$ cat src/rtl/wake_phy_pkg.sv
package wake_phy_pkg;
    // Clock and management timing.
    localparam int CLK_PERIOD_NS   = 25;
    localparam int MDC_PERIOD_NS   = 320;
    localparam int MDC_HALF_CYC    = (MDC_PERIOD_NS / 2 + CLK_PERIOD_NS - 1) / CLK_PERIOD_NS;
    localparam int STATUS_LIMIT_US = 300;

    // Register indices; the byte address is four times the index.
    localparam int             ADDR_W          = 12;
    localparam logic [7:0]     IDX_WAKE_CONFIG = 8'h56;
    localparam logic [7:0]     IDX_PM_STATUS   = 8'h58;
    localparam logic [7:0]     IDX_PHY_ACCESS  = 8'h60;
    localparam logic [7:0]     IDX_PHY_STATUS  = 8'h6c;
    localparam logic [7:0]     IDX_RX_SIZE     = 8'hda;

    // Field positions.
    localparam int BCAST_WAKE_BIT = 6;
    localparam int MCAST_WAKE_BIT = 5;
    localparam int UCAST_WAKE_BIT = 4;
    localparam int WAKE_SIG_BIT   = 1;
    localparam int PM_POLICY_BIT  = 0;
    localparam int PM_FLAG_BIT    = 0;
    localparam int PHY_FLAG_BIT   = 31;
    localparam int PHY_IDX_LSB    = 16;
    localparam int PHY_IDX_W      = 5;
    localparam int PHY_VAL_W      = 16;
    localparam int LINK_STAT_W    = 7;
    localparam int RX_SIZE_W      = 14;

    // Management frame layout, sent most significant bit first.
    localparam logic [31:0] MDIO_PREAMBLE = 32'hffffffff;
    localparam logic [1:0]  MDIO_START    = 2'h1;
    localparam logic [1:0]  MDIO_OP_RD    = 2'h2;
    localparam logic [1:0]  MDIO_OP_WR    = 2'h1;
    localparam logic [1:0]  MDIO_TA_WR    = 2'h2;
    localparam logic [1:0]  MDIO_TA_RD    = 2'h0;
    localparam logic [5:0]  BIT_LAST      = 6'h3f;
    localparam logic [5:0]  BIT_RD_DRIVE  = 6'h2e;
    localparam logic [5:0]  BIT_DATA      = 6'h30;

    // Background poll list, slot 0 in the low bits.
    localparam int          POLL_SLOTS       = 6;
    localparam logic [2:0]  POLL_LAST_SLOT   = 3'h5;
    localparam logic [2:0]  POLL_STATUS_SLOT = 3'h5;
    localparam logic [29:0] POLL_LIST = {5'h11, 5'h0a, 5'h05, 5'h04, 5'h01, 5'h00};

    typedef enum logic [1:0] {
        MDIO_IDLE  = 2'h0,
        MDIO_SHIFT = 2'h1,
        MDIO_DONE  = 2'h3
    } mdio_e;

    typedef struct packed {
        logic              psel;
        logic              penable;
        logic              pwrite;
        logic [ADDR_W-1:0] paddr;
        logic [31:0]       pwdata;
    } apb_req_s;

    typedef struct packed {
        logic [31:0] prdata;
        logic        pready;
        logic        pslverr;
    } apb_rsp_s;

    typedef struct packed {
        logic valid;
        logic mask_dest_only;
        logic dest_bcast;
        logic dest_mcast;
        logic dest_own;
    } wake_frame_s;

    typedef struct packed {
        logic                 done;
        logic [RX_SIZE_W-1:0] len;
        logic                 crc_err;
    } rx_end_s;

    typedef struct packed {
        logic valid;
        logic oversize;
        logic err_summary;
        logic good;
    } rx_status_s;

    function automatic logic [ADDR_W-1:0] reg_addr(input logic [7:0] idx);
        return {2'h0, idx, 2'h0};
    endfunction

    function automatic logic [63:0] mdio_frame(input logic wr, input logic [4:0] phy,
                                               input logic [4:0] rg, input logic [15:0] val);
        return {MDIO_PREAMBLE, MDIO_START, wr ? MDIO_OP_WR : MDIO_OP_RD, phy, rg,
                wr ? MDIO_TA_WR : MDIO_TA_RD, wr ? val : 16'h0000};
    endfunction
endpackage

$ cat src/rtl/wake_phy_access_regs.sv
// Functional notes
// Broadcast wake enable accepts destination-only all-ones mask frames as wake-up.
// Multicast wake enable accepts destination-only multicast mask frames as wake-up.
// Unicast wake enable accepts destination-only own-address mask frames as wake-up.
// Broadcast, multicast and unicast wake enables are zero after power-on.
// Wake output is driven only while the wake signal enable is set.
// Policy bit set lets bus reset or software clear the status flag.
// Wake signal enable and status policy load from the EEPROM byte.
// Write with flag set performs PHY write; flag clears when done.
// Write with flag clear performs PHY read; flag sets when data is fetched.
// Target PHY register number comes from access register bits 20 to 16.
// Access register bits 15 to 0 carry the PHY register value.
// Status bit 6 shows transmit pause, bit 5 receive pause.
// Status bits 4, 3, 2 show gigabit full, 100 and 10 Mbps link.
// Status bit 1 shows link up, bit 0 full duplex.
// Status register refreshes continuously, each interval below 300 microseconds.
// Receive size limit is a 14-bit field, at most 16K minus one.
// Software must program a non-zero size limit, else nothing is received.
// Packet longer than the limit sets oversize and error summary bits.
// Oversized packet without frame check error still counts as good.
// PHY status comes from polling six registers, 64 clocks of 320 ns each; the divider rounds up to 350 ns clocks.
// Each PHY access is a serial management frame with its management clock.
`timescale 1ns/1ps
module wake_phy_access_regs #(
    parameter logic [4:0] PHY_ADDR     = 5'h01,
    parameter int         MDC_HALF_CYC = wake_phy_pkg::MDC_HALF_CYC
) (
    // Clock and reset.
    input  wire logic                   i_sys_clk,
    input  wire logic                   i_reset_n,
    // Register bus.
    input  wire wake_phy_pkg::apb_req_s i_apb,
    output wake_phy_pkg::apb_rsp_s      o_apb,
    // Bus reset, power management event and EEPROM autoload.
    input  wire logic                   i_bus_reset,
    input  wire logic                   i_pm_event,
    input  wire logic                   i_eeprom_load,
    input  wire logic [7:0]             i_eeprom_cfg,
    output logic                        o_pm_flag,
    output logic                        o_lan_wake,
    // Wake frame classification.
    input  wire wake_phy_pkg::wake_frame_s i_wake_frame,
    output logic                        o_wake_hit,
    // Receive packet end and status.
    input  wire wake_phy_pkg::rx_end_s  i_rx_end,
    output wake_phy_pkg::rx_status_s    o_rx_status,
    output logic                        o_rx_enable,
    // Management pins.
    output logic                        o_mdc,
    input  wire logic                   i_mdio,
    output logic                        o_mdio,
    output logic                        o_mdio_oe_n
);
    localparam int DIV_W = $clog2(MDC_HALF_CYC + 1);
    localparam logic [DIV_W-1:0] DIV_LAST = DIV_W'(MDC_HALF_CYC - 1);

    typedef struct packed {
        logic [2:0]                            wake_frame_en;
        logic                                  wake_sig_en;
        logic                                  pm_policy;
        logic                                  pm_flag;
        logic                                  lan_wake;
        logic                                  wake_hit;
        logic                                  phy_flag;
        logic [wake_phy_pkg::PHY_IDX_W-1:0]    phy_idx;
        logic [wake_phy_pkg::PHY_VAL_W-1:0]    phy_val;
        logic                                  sw_pend;
        logic                                  sw_wr;
        logic [wake_phy_pkg::LINK_STAT_W-1:0]  link_stat;
        logic [wake_phy_pkg::RX_SIZE_W-1:0]    size_lim;
        wake_phy_pkg::rx_status_s              rx_stat;
        wake_phy_pkg::mdio_e                   st;
        logic [5:0]                            bitcnt;
        logic [63:0]                           shift;
        logic [15:0]                           rd;
        logic                                  cur_sw;
        logic                                  cur_wr;
        logic [2:0]                            poll;
        logic [DIV_W-1:0]                      div;
        logic                                  mdc;
        logic                                  mdo;
        logic                                  oe_n;
        logic [2:0]                            mdi_sync;
        logic                                  mdi;
        logic [31:0]                           prdata;
        logic                                  pslverr;
    } state_s;

    state_s s_q;
    state_s s_d;

    logic                 setup;
    logic                 wr_acc;
    logic [4:0]           poll_reg;
    logic [31:0]          rd_word;
    logic                 rd_hit;
    logic                 tick;
    logic                 start;
    logic                 start_wr;
    logic [4:0]           start_reg;

    assign setup  = i_apb.psel & ~i_apb.penable;
    assign wr_acc = i_apb.psel & i_apb.penable & i_apb.pwrite;
    assign tick   = (s_q.div == DIV_LAST);
    assign poll_reg = wake_phy_pkg::POLL_LIST[s_q.poll*5 +: 5];

    // Read mux, shared by the setup-phase capture.
    always_comb
    begin
        rd_word = 32'h00000000;
        rd_hit  = 1'b1;
        case (i_apb.paddr)
            wake_phy_pkg::reg_addr(wake_phy_pkg::IDX_WAKE_CONFIG):
            begin
                rd_word[wake_phy_pkg::BCAST_WAKE_BIT] = s_q.wake_frame_en[2];
                rd_word[wake_phy_pkg::MCAST_WAKE_BIT] = s_q.wake_frame_en[1];
                rd_word[wake_phy_pkg::UCAST_WAKE_BIT] = s_q.wake_frame_en[0];
                rd_word[wake_phy_pkg::WAKE_SIG_BIT]   = s_q.wake_sig_en;
                rd_word[wake_phy_pkg::PM_POLICY_BIT]  = s_q.pm_policy;
            end
            wake_phy_pkg::reg_addr(wake_phy_pkg::IDX_PM_STATUS):
            begin
                rd_word[wake_phy_pkg::PM_FLAG_BIT] = s_q.pm_flag;
            end
            wake_phy_pkg::reg_addr(wake_phy_pkg::IDX_PHY_ACCESS):
            begin
                rd_word[wake_phy_pkg::PHY_FLAG_BIT] = s_q.phy_flag;
                rd_word[wake_phy_pkg::PHY_IDX_LSB +: wake_phy_pkg::PHY_IDX_W] = s_q.phy_idx;
                rd_word[wake_phy_pkg::PHY_VAL_W-1:0] = s_q.phy_val;
            end
            wake_phy_pkg::reg_addr(wake_phy_pkg::IDX_PHY_STATUS):
            begin
                rd_word[wake_phy_pkg::LINK_STAT_W-1:0] = s_q.link_stat;
            end
            wake_phy_pkg::reg_addr(wake_phy_pkg::IDX_RX_SIZE):
            begin
                rd_word[wake_phy_pkg::RX_SIZE_W-1:0] = s_q.size_lim;
            end
            default:
            begin
                rd_hit = 1'b0;
            end
        endcase
    end

    // A pending software access takes the next frame slot ahead of the poller.
    always_comb
    begin
        start     = (s_q.st == wake_phy_pkg::MDIO_IDLE);
        start_wr  = s_q.sw_pend & s_q.sw_wr;
        start_reg = s_q.sw_pend ? s_q.phy_idx : poll_reg;
    end

    always_comb
    begin
        s_d = s_q;
        s_d.wake_hit = 1'b0;
        s_d.rx_stat  = '0;

        // Bus slave: read data is captured in the setup phase, answer in access phase.
        if (setup)
        begin
            s_d.prdata  = i_apb.pwrite ? 32'h00000000 : rd_word;
            s_d.pslverr = ~rd_hit;
        end
        if (wr_acc)
        begin
            case (i_apb.paddr)
                wake_phy_pkg::reg_addr(wake_phy_pkg::IDX_WAKE_CONFIG):
                begin
                    s_d.wake_frame_en = {i_apb.pwdata[wake_phy_pkg::BCAST_WAKE_BIT],
                                         i_apb.pwdata[wake_phy_pkg::MCAST_WAKE_BIT],
                                         i_apb.pwdata[wake_phy_pkg::UCAST_WAKE_BIT]};
                    s_d.wake_sig_en = i_apb.pwdata[wake_phy_pkg::WAKE_SIG_BIT];
                    s_d.pm_policy   = i_apb.pwdata[wake_phy_pkg::PM_POLICY_BIT];
                end
                wake_phy_pkg::reg_addr(wake_phy_pkg::IDX_PM_STATUS):
                begin
                    if (i_apb.pwdata[wake_phy_pkg::PM_FLAG_BIT])
                    begin
                        s_d.pm_flag = 1'b0;
                    end
                end
                wake_phy_pkg::reg_addr(wake_phy_pkg::IDX_PHY_ACCESS):
                begin
                    // A write while a software access is pending or in flight would corrupt it, so it is dropped.
                    if (!s_q.sw_pend && !s_q.cur_sw)
                    begin
                        s_d.phy_flag = i_apb.pwdata[wake_phy_pkg::PHY_FLAG_BIT];
                        s_d.sw_wr    = i_apb.pwdata[wake_phy_pkg::PHY_FLAG_BIT];
                        s_d.phy_idx  = i_apb.pwdata[wake_phy_pkg::PHY_IDX_LSB +:
                                                    wake_phy_pkg::PHY_IDX_W];
                        s_d.phy_val  = i_apb.pwdata[wake_phy_pkg::PHY_VAL_W-1:0];
                        s_d.sw_pend  = 1'b1;
                    end
                end
                wake_phy_pkg::reg_addr(wake_phy_pkg::IDX_RX_SIZE):
                begin
                    s_d.size_lim = i_apb.pwdata[wake_phy_pkg::RX_SIZE_W-1:0];
                end
                default:
                begin
                end
            endcase
        end

        // Autoload overrides a software write in the same cycle.
        if (i_eeprom_load)
        begin
            s_d.wake_sig_en = i_eeprom_cfg[wake_phy_pkg::WAKE_SIG_BIT];
            s_d.pm_policy   = i_eeprom_cfg[wake_phy_pkg::PM_POLICY_BIT];
        end

        // Power management flag: bus reset clears only under the policy bit.
        if (i_bus_reset && s_q.pm_policy)
        begin
            s_d.pm_flag = 1'b0;
        end
        if (i_pm_event || s_q.wake_hit)
        begin
            s_d.pm_flag = 1'b1;
        end
        s_d.lan_wake = s_q.wake_sig_en & s_q.pm_flag;

        // Wake frame filter.
        if (i_wake_frame.valid && i_wake_frame.mask_dest_only)
        begin
            s_d.wake_hit = (i_wake_frame.dest_bcast & s_q.wake_frame_en[2])
                         | (i_wake_frame.dest_mcast & s_q.wake_frame_en[1])
                         | (i_wake_frame.dest_own   & s_q.wake_frame_en[0]);
        end

        // Receive size check.
        if (i_rx_end.done)
        begin
            s_d.rx_stat.valid       = 1'b1;
            s_d.rx_stat.oversize    = (i_rx_end.len > s_q.size_lim);
            s_d.rx_stat.err_summary = (i_rx_end.len > s_q.size_lim) | i_rx_end.crc_err;
            s_d.rx_stat.good        = ~i_rx_end.crc_err;
        end

        // Management input: three stages, a change counts when the last two agree.
        s_d.mdi_sync = {s_q.mdi_sync[1:0], i_mdio};
        if (s_q.mdi_sync[1] == s_q.mdi_sync[2])
        begin
            s_d.mdi = s_q.mdi_sync[2];
        end

        // Management clock divider, one half period per tick.
        s_d.div = tick ? '0 : s_q.div + DIV_W'(1);

        case (s_q.st)
            wake_phy_pkg::MDIO_IDLE:
            begin
                if (start)
                begin
                    s_d.shift  = wake_phy_pkg::mdio_frame(start_wr, PHY_ADDR, start_reg,
                                                          s_q.phy_val);
                    s_d.cur_sw = s_q.sw_pend;
                    s_d.cur_wr = start_wr;
                    s_d.sw_pend = s_d.sw_pend & ~s_q.sw_pend;
                    s_d.bitcnt = '0;
                    s_d.mdo    = 1'b1;
                    s_d.oe_n   = 1'b0;
                    s_d.mdc    = 1'b0;
                    s_d.div    = '0;
                    s_d.st     = wake_phy_pkg::MDIO_SHIFT;
                end
            end
            wake_phy_pkg::MDIO_SHIFT:
            begin
                if (tick && !s_q.mdc)
                begin
                    s_d.mdc = 1'b1;
                    if (!s_q.cur_wr && s_q.bitcnt >= wake_phy_pkg::BIT_DATA)
                    begin
                        s_d.rd = {s_q.rd[14:0], s_q.mdi};
                    end
                end
                else if (tick)
                begin
                    s_d.mdc = 1'b0;
                    if (s_q.bitcnt == wake_phy_pkg::BIT_LAST)
                    begin
                        s_d.oe_n = 1'b1;
                        s_d.st   = wake_phy_pkg::MDIO_DONE;
                    end
                    else
                    begin
                        s_d.bitcnt = s_q.bitcnt + 6'h01;
                        s_d.shift  = {s_q.shift[62:0], 1'b0};
                        s_d.mdo    = s_q.shift[62];
                        s_d.oe_n   = ~(s_q.cur_wr
                            | (s_q.bitcnt + 6'h01 < wake_phy_pkg::BIT_RD_DRIVE));
                    end
                end
            end
            wake_phy_pkg::MDIO_DONE:
            begin
                s_d.st = wake_phy_pkg::MDIO_IDLE;
                if (s_q.cur_sw)
                begin
                    s_d.cur_sw = 1'b0;
                    if (s_q.cur_wr)
                    begin
                        s_d.phy_flag = 1'b0;
                    end
                    else
                    begin
                        s_d.phy_flag = 1'b1;
                        s_d.phy_val  = s_q.rd;
                    end
                end
                else
                begin
                    // Six back-to-back reads keep each refresh well inside the limit.
                    if (s_q.poll == wake_phy_pkg::POLL_STATUS_SLOT)
                    begin
                        s_d.link_stat = s_q.rd[wake_phy_pkg::LINK_STAT_W-1:0];
                    end
                    s_d.poll = (s_q.poll == wake_phy_pkg::POLL_LAST_SLOT) ? 3'h0
                             : s_q.poll + 3'h1;
                end
            end
            default:
            begin
                s_d.st = wake_phy_pkg::MDIO_IDLE;
            end
        endcase
    end

    always_ff @(posedge i_sys_clk or negedge i_reset_n)
    begin
        if (!i_reset_n)
        begin
            s_q      <= '0;
            s_q.oe_n <= 1'b1;
        end
        else
        begin
            s_q <= s_d;
        end
    end

    assign o_apb.prdata  = s_q.prdata;
    assign o_apb.pready  = i_apb.psel & i_apb.penable;
    assign o_apb.pslverr = i_apb.psel & i_apb.penable & s_q.pslverr;
    assign o_pm_flag     = s_q.pm_flag;
    assign o_lan_wake    = s_q.lan_wake;
    assign o_wake_hit    = s_q.wake_hit;
    assign o_rx_status   = s_q.rx_stat;
    assign o_rx_enable   = (s_q.size_lim != '0);
    assign o_mdc         = s_q.mdc;
    assign o_mdio        = s_q.mdo;
    assign o_mdio_oe_n   = s_q.oe_n;
endmodule

$ cat config.mk
export PLATFORM = sky130hd
export DESIGN_NAME = wake_phy_access_regs
export DESIGN_NICKNAME = d
export VERILOG_FILES = /design/src/rtl/wake_phy_pkg.sv /design/src/rtl/wake_phy_access_regs.sv
export SDC_FILE = /design/constraint.sdc
export NUM_CORES = 1
export LEC_CHECK = 0
export ABC_CLOCK_PERIOD_IN_PS = 3350
export BUFFER_PORTS_ARGS = -buffer_cell sky130_fd_sc_hd__clkbuf_2
export CORE_UTILIZATION = 42
export CTS_CLUSTER_DIAMETER = 30
export CTS_CLUSTER_SIZE = 20
export DETAILED_ROUTE_END_ITERATION = 8
export PLACE_DENSITY = 0.6
export SLEW_MARGIN = 20
export SYNTH_ARGS = -nofsm -noshare
export SYNTH_HDL_FRONTEND = slang
export SYNTH_SLANG_ARGS = --single-unit
$ cat constraint.sdc
create_clock -name i_sys_clk -period 3.35 [get_ports i_sys_clk]
set_clock_uncertainty 0.05 [all_clocks]
set_input_delay 0.335 -clock i_sys_clk [delete_from_list [all_inputs] [get_ports i_sys_clk]]
set_output_delay 0.335 -clock i_sys_clk [all_outputs]
set_load 0.005 [all_outputs]
Word-level counts from Yosys, hierarchy flattened
Index checks and enable logic that the tools add are counted.
{ "op_classes": {"magnitude_cmp": 3, "multipliers": 1, "add_sub_neg": 3, "eq_ne": 16, "bitwise_logic": 20, "reduce_logical": 32, "muxes": 48, "n_shift": 1} }
{ "ops": {"columns": ["cell", "n"], "rows": [
  ["$mux W72", 2],
  ["$pmux W70 S2", 1],
  ["$mux W24", 3],
  ["$mux W70", 1],
  ["$mux W16", 4],
  ["$eq A12 B9 Y1 const B", 4],
  ["$mux W32", 1],
  ["$shiftx A30 B7 Y5 const A", 1],
  ["$reduce_and A3 Y1", 6],
  ["$mux W3", 5],
  ["$gt A14 B14 Y1", 1],
  ["$mux W1", 14],
  ["$pmux W7 S2", 1],
  ["$reduce_bool A14 Y1", 1],
  ["$eq A12 B10 Y1 const B", 1],
  ["$mux W2", 6],
  ["$pmux W3 S4", 1],
  ["$and A1 B1 Y1", 10],
  ["$reduce_and A2 Y1", 5],
  ["$reduce_bool A3 Y1", 3],
  ["$ne A2 B2 Y1 const B", 4],
  ["$reduce_bool A2 Y1", 4],
  ["$mux W7", 1],
  ["$add A3 B1 Y3 const B", 2],
  ["26 further kinds", 42]
]} }
{ "totals": {"inputBits": 82, "ff_bits": 192, "word_cells": 156, "out_inout_bits": 45} }

Depth between registers and ports, before layout
{ "depth": {"ltp_word": 8, "mapped_depth": 8, "depth_no_buf": 7} }

Worst setup path after synthesis
No wires, ideal clock.
{ "synth_timing": {"kind": "input -> register", "start": "input port i_apb[33] (netlist name)", "end": "register s_q[140] (netlist name)", "setup_slack_ns": 1.264, "arrival_ns": 1.911, "required_ns": 3.175, "n_path_buf": 1, "setup_time_ns": 0.125, "path_stages": 5, "path_cell_list": "or4b_4 nor4_4 and2_1 buf_4 mux2_2"} }
{ "synth_between": {"elab_chain_len": 2} }
{ "synth_lines": {"columns": ["element", "line", "text"], "rows": [
  ["from (decl)", "wake_phy_access_regs.sv:32", "input wire wake_phy_pkg::apb_req_s i_apb,"],
  ["$eq A12 B10 Y1", "wake_phy_access_regs.sv:168", "case (i_apb.paddr)"],
  ["$reduce_and A2 Y1 (no line)", null, null],
  ["to (decl)", "wake_phy_access_regs.sv:89", "state_s s_q;"]
]} }
Every way passes these cells.
A chain may end at the register's enable or synchronous reset.

Final worst setup path
{ "layout_timing": {"start": "register s_q[128] (netlist name)", "end": "register s_q[85] (netlist name)"} }
{ "layout_between": {"elab_chain_len": 3} }
{ "layout_lines": {"columns": ["element", "line", "text"], "rows": [
  ["$eq A6 B6 Y1", "wake_phy_access_regs.sv:283", "if (s_q.bitcnt == wake_phy_pkg::BIT_LAST)"],
  ["$ne A2 B2 Y1 (no line)", null, null],
  ["$reduce_and A4 Y1 (no line)", null, null]
]} }
Every way passes these cells.

==> results_dict.tcl <==
set metrics [dict create \
    post_cts_buffers 0 \
    critical_path.max_stage_delay_ps 440 \
    power.share.clock_pct 47.9 \
    final_core_util_pct 49.4 \
    cts_tree "yes" \
    p_sw_share_pct 21.2 \
    h-tree-depth 4 \
    worstSetupPathType "reg -> reg" \
    postLayoutSetupSlackWorst_ps 802 \
    synth-seq-cells 182 \
    synth_ff_type "dfrtp_1" \
    power_frac_seq_pct 48.8 \
    numCtsBuffers 17 \
    grt_max_degree 78 \
    drt_iter0_markers 417 \
    synthMostInstantiatedCell "dfrtp_1" \
    holdWs_ps 42.7 \
    fin_setup_tns_ps 0 \
    synthCells 827 \
    drive_gt1_share_pct 21.2 \
    powerDensity_mw_per_mm2 470 \
    crit_arrival_ps 2800 \
    place_ws_ps 844 \
    crit_start "s_q[128]$_DFFE_PN0P_" \
    ant_nets 0 \
    synthArstFlopShare_pct 100 \
    r2r-start "s_q[128]$_DFFE_PN0P_" \
    synth.distinct_cells 58 \
    yosysTopAreaCellShare_pct 53.6 \
    row_count 51 \
    area_growth_pct 14.5 \
    place.gp.congestion 0.772 \
    clock_path_buffers 2 \
    cp_slowest_cell "nor2_1" \
    end_kind "flip-flop" \
    synth_area_per_cell_um2 10.2 \
    fin_nets 993 \
    dr.pass1.iters 4 \
    hp-class "in -> reg" \
    slew_viol_final 0 \
    synthTopCellsByCount "181 x dfrtp_1, 156 x nand2_1, 78 x o21ai_0" \
    hold_violations 0 \
    worstMarginPinSlew_ps 777 \
    hp-start "i_wake_frame[3]" \
    clk_pin_slew_ps 70 \
    syn_area_mm2 0.00844 \
    portBuffers 100 \
    vias 6054 \
    drc 0 \
    die_area_mm2 0.0207 \
    startpoint_type "flip-flop" \
    outcome "finished clean" \
    rsz0062_at_grt "no" \
    root_buffer "clkbuf_16" \
    period_needed_ps 2550 \
    grtUsageTotal_pct 18.7 \
    grt_pass1_vias 5843 \
    routed_wl_um 18200 \
    p_comb_share_pct 3.4 \
    power.net_switching_mw 0.962 \
    grt_remaining_overflow 0 \
    wl_per_cell_um 15.6 \
    synth_top_area_cell "dfrtp_1" \
    p_leak_nw 4.55 \
    die_y_um 144 \
    power.internal_mw 3.58 \
    ios 127 \
    placed_cell_area_mm2 0.00900 \
    antenna_found_initial 0 \
    cts_sinks 182 \
    clk_latency_ps 420 \
    initial_utilization_pct 43.1 \
    max-slew-margin-rel_pct 48.2 \
    postCtsHoldBufs 3 \
    routed_via_density 5.17 \
    ctsResizeCount 0 \
    dpl.hpwl_um 12200 \
    maxCapViolCount 0 \
    grt_pass1_wl_um 30100 \
    synth_edf_count 0 \
    ys_seq_area_share_pct 53.9 \
    setup_violations 0 \
    yosys_warnings 0 \
    die_w_um 144 \
    r2r_setup_slack_ps 800 \
    core_mm2 0.0196 \
    fmax_mhz 392 \
    synth.area.top_cells "dfrtp_1 54%, nand2_1 6.9%, mux2_2 4.7%" \
    final_cell_area_mm2 0.00967 \
    vdd_drop_max_v 0.000325 \
    critPathMaxFanout 8 \
    crit_chain "ha_1 -> nand3_1 -> o2111a_2 -> nor2_1 -> buf_4 -> mux2_2" \
    diodes 0 \
    critical_path_required_ps 3610 \
    min_period_over_period_pct 76.1 \
]
-- cells by family after synthesis --
logic type / count (synthesis) / synth area share, %
AO/OA/AOI/OAI: 175 / 13.0
buffers and inverters: 106 / 6.70
XOR/XNOR: 3 / 0.311
adder cells (fa/ha/maj): 19 / 2.79
AND/OR/NAND/NOR: 286 / 16.1
flip-flops: 182 / 53.9
multiplexers: 55 / 7.04
other: 1 / 0.0444
-- power by group through the flow --
stage	logic (mW)	clock network, mW	registers, mW
2_1_floorplan	0.0488	0	2.26
5_1_grt	0.175	2.30	2.21
3_3_place_gp	0.154	0	2.26
6_report	0.153	2.17	2.22
4_1_cts	0.157	2.21	2.21
3_5_place_dp	0.154	0	2.26
-- metrics by stage --
| step | power [mW] | cells |
|---|---|---|
| floorplan | 2.30 | 836 |
| finish | 4.54 | 1170 |
| global route | 4.69 | 1170 |
| detailed placement | 2.41 | 1136 |
| global placement | 2.41 | 1136 |
| CTS | 4.58 | 1170 |
-- final timing paths --
kind / end / cells past startpoint
setup reg to reg: s_q[85]$_DFFE_PN0P_ / 6
hold reg to reg: s_d[36]$_DFF_PN0_ / 0
hold / removal: o_wake_hit$_DFF_PN0_ / 3
setup / recovery: s_q[85]$_DFFE_PN0P_ / 6
min in group asynchronous: o_apb[21]$_DFFE_PN0P_ / 2
max in group asynchronous: o_apb[14]$_DFFE_PN0P_ / 3
-- per-layer routing --
metal / track usage, % / part of all wire, % / wire length (µm)
met1: 26.0 / 49 / 8920
met2: 29.7 / 47 / 8500
met3: 4.30 / 3.6 / 652
met4: 4.31 / 0.71 / 130
met5: 0 / 0 / 0
-- layout make-up --
cell class / instances / area [µm²]
clock buffers: 17 / 425
clock inverters: 14 / 209
fillers: 1829 / 9920
inverters: 26 / 97.6
multi-input cells: 548 / 3380
flip-flops and latches: 182 / 4560
well taps: 265 / 332
repair buffers: 118 / 674
-- flip-flops by register name, summed over array words and instances (netlist names), 2 cells and up --
signal / cells
s_d: 2
o_apb: 22
s_q: 148
o_rx_status: 4
-- cells in the final DEF, fill, tap and decap left out, types with 7 or more instances in the layout --
| cell | instances |
|---|---|
| a21oi_1 | 30 |
| a221o_1 | 15 |
| a222oi_1 | 8 |
| a22oi_1 | 8 |
| and3_1 | 22 |
| buf_4 | 13 |
| clkbuf_16 | 17 |
| clkbuf_2 | 99 |
| conb_1 | 10 |
| dfrtp_1 | 181 |
| ha_1 | 18 |
| inv_1 | 26 |
| mux2_2 | 35 |
| mux2i_1 | 20 |
| nand2_1 | 156 |
| nand3_1 | 22 |
| nor2_1 | 39 |
| nor3_1 | 7 |
| o21ai_0 | 78 |
-- critical path, delay by kind of cell (launching register included) --
kind                       cells  cell delay [ps]
AOI/OAI and AO/OA              1              360
adders and majority gates      1              270
DFF                            1              400
buffers and inverters          1              270
muxes                          1              350
and+or+nand+nor                2              730
No activity file was read; power rests on OpenSTA's default activity.
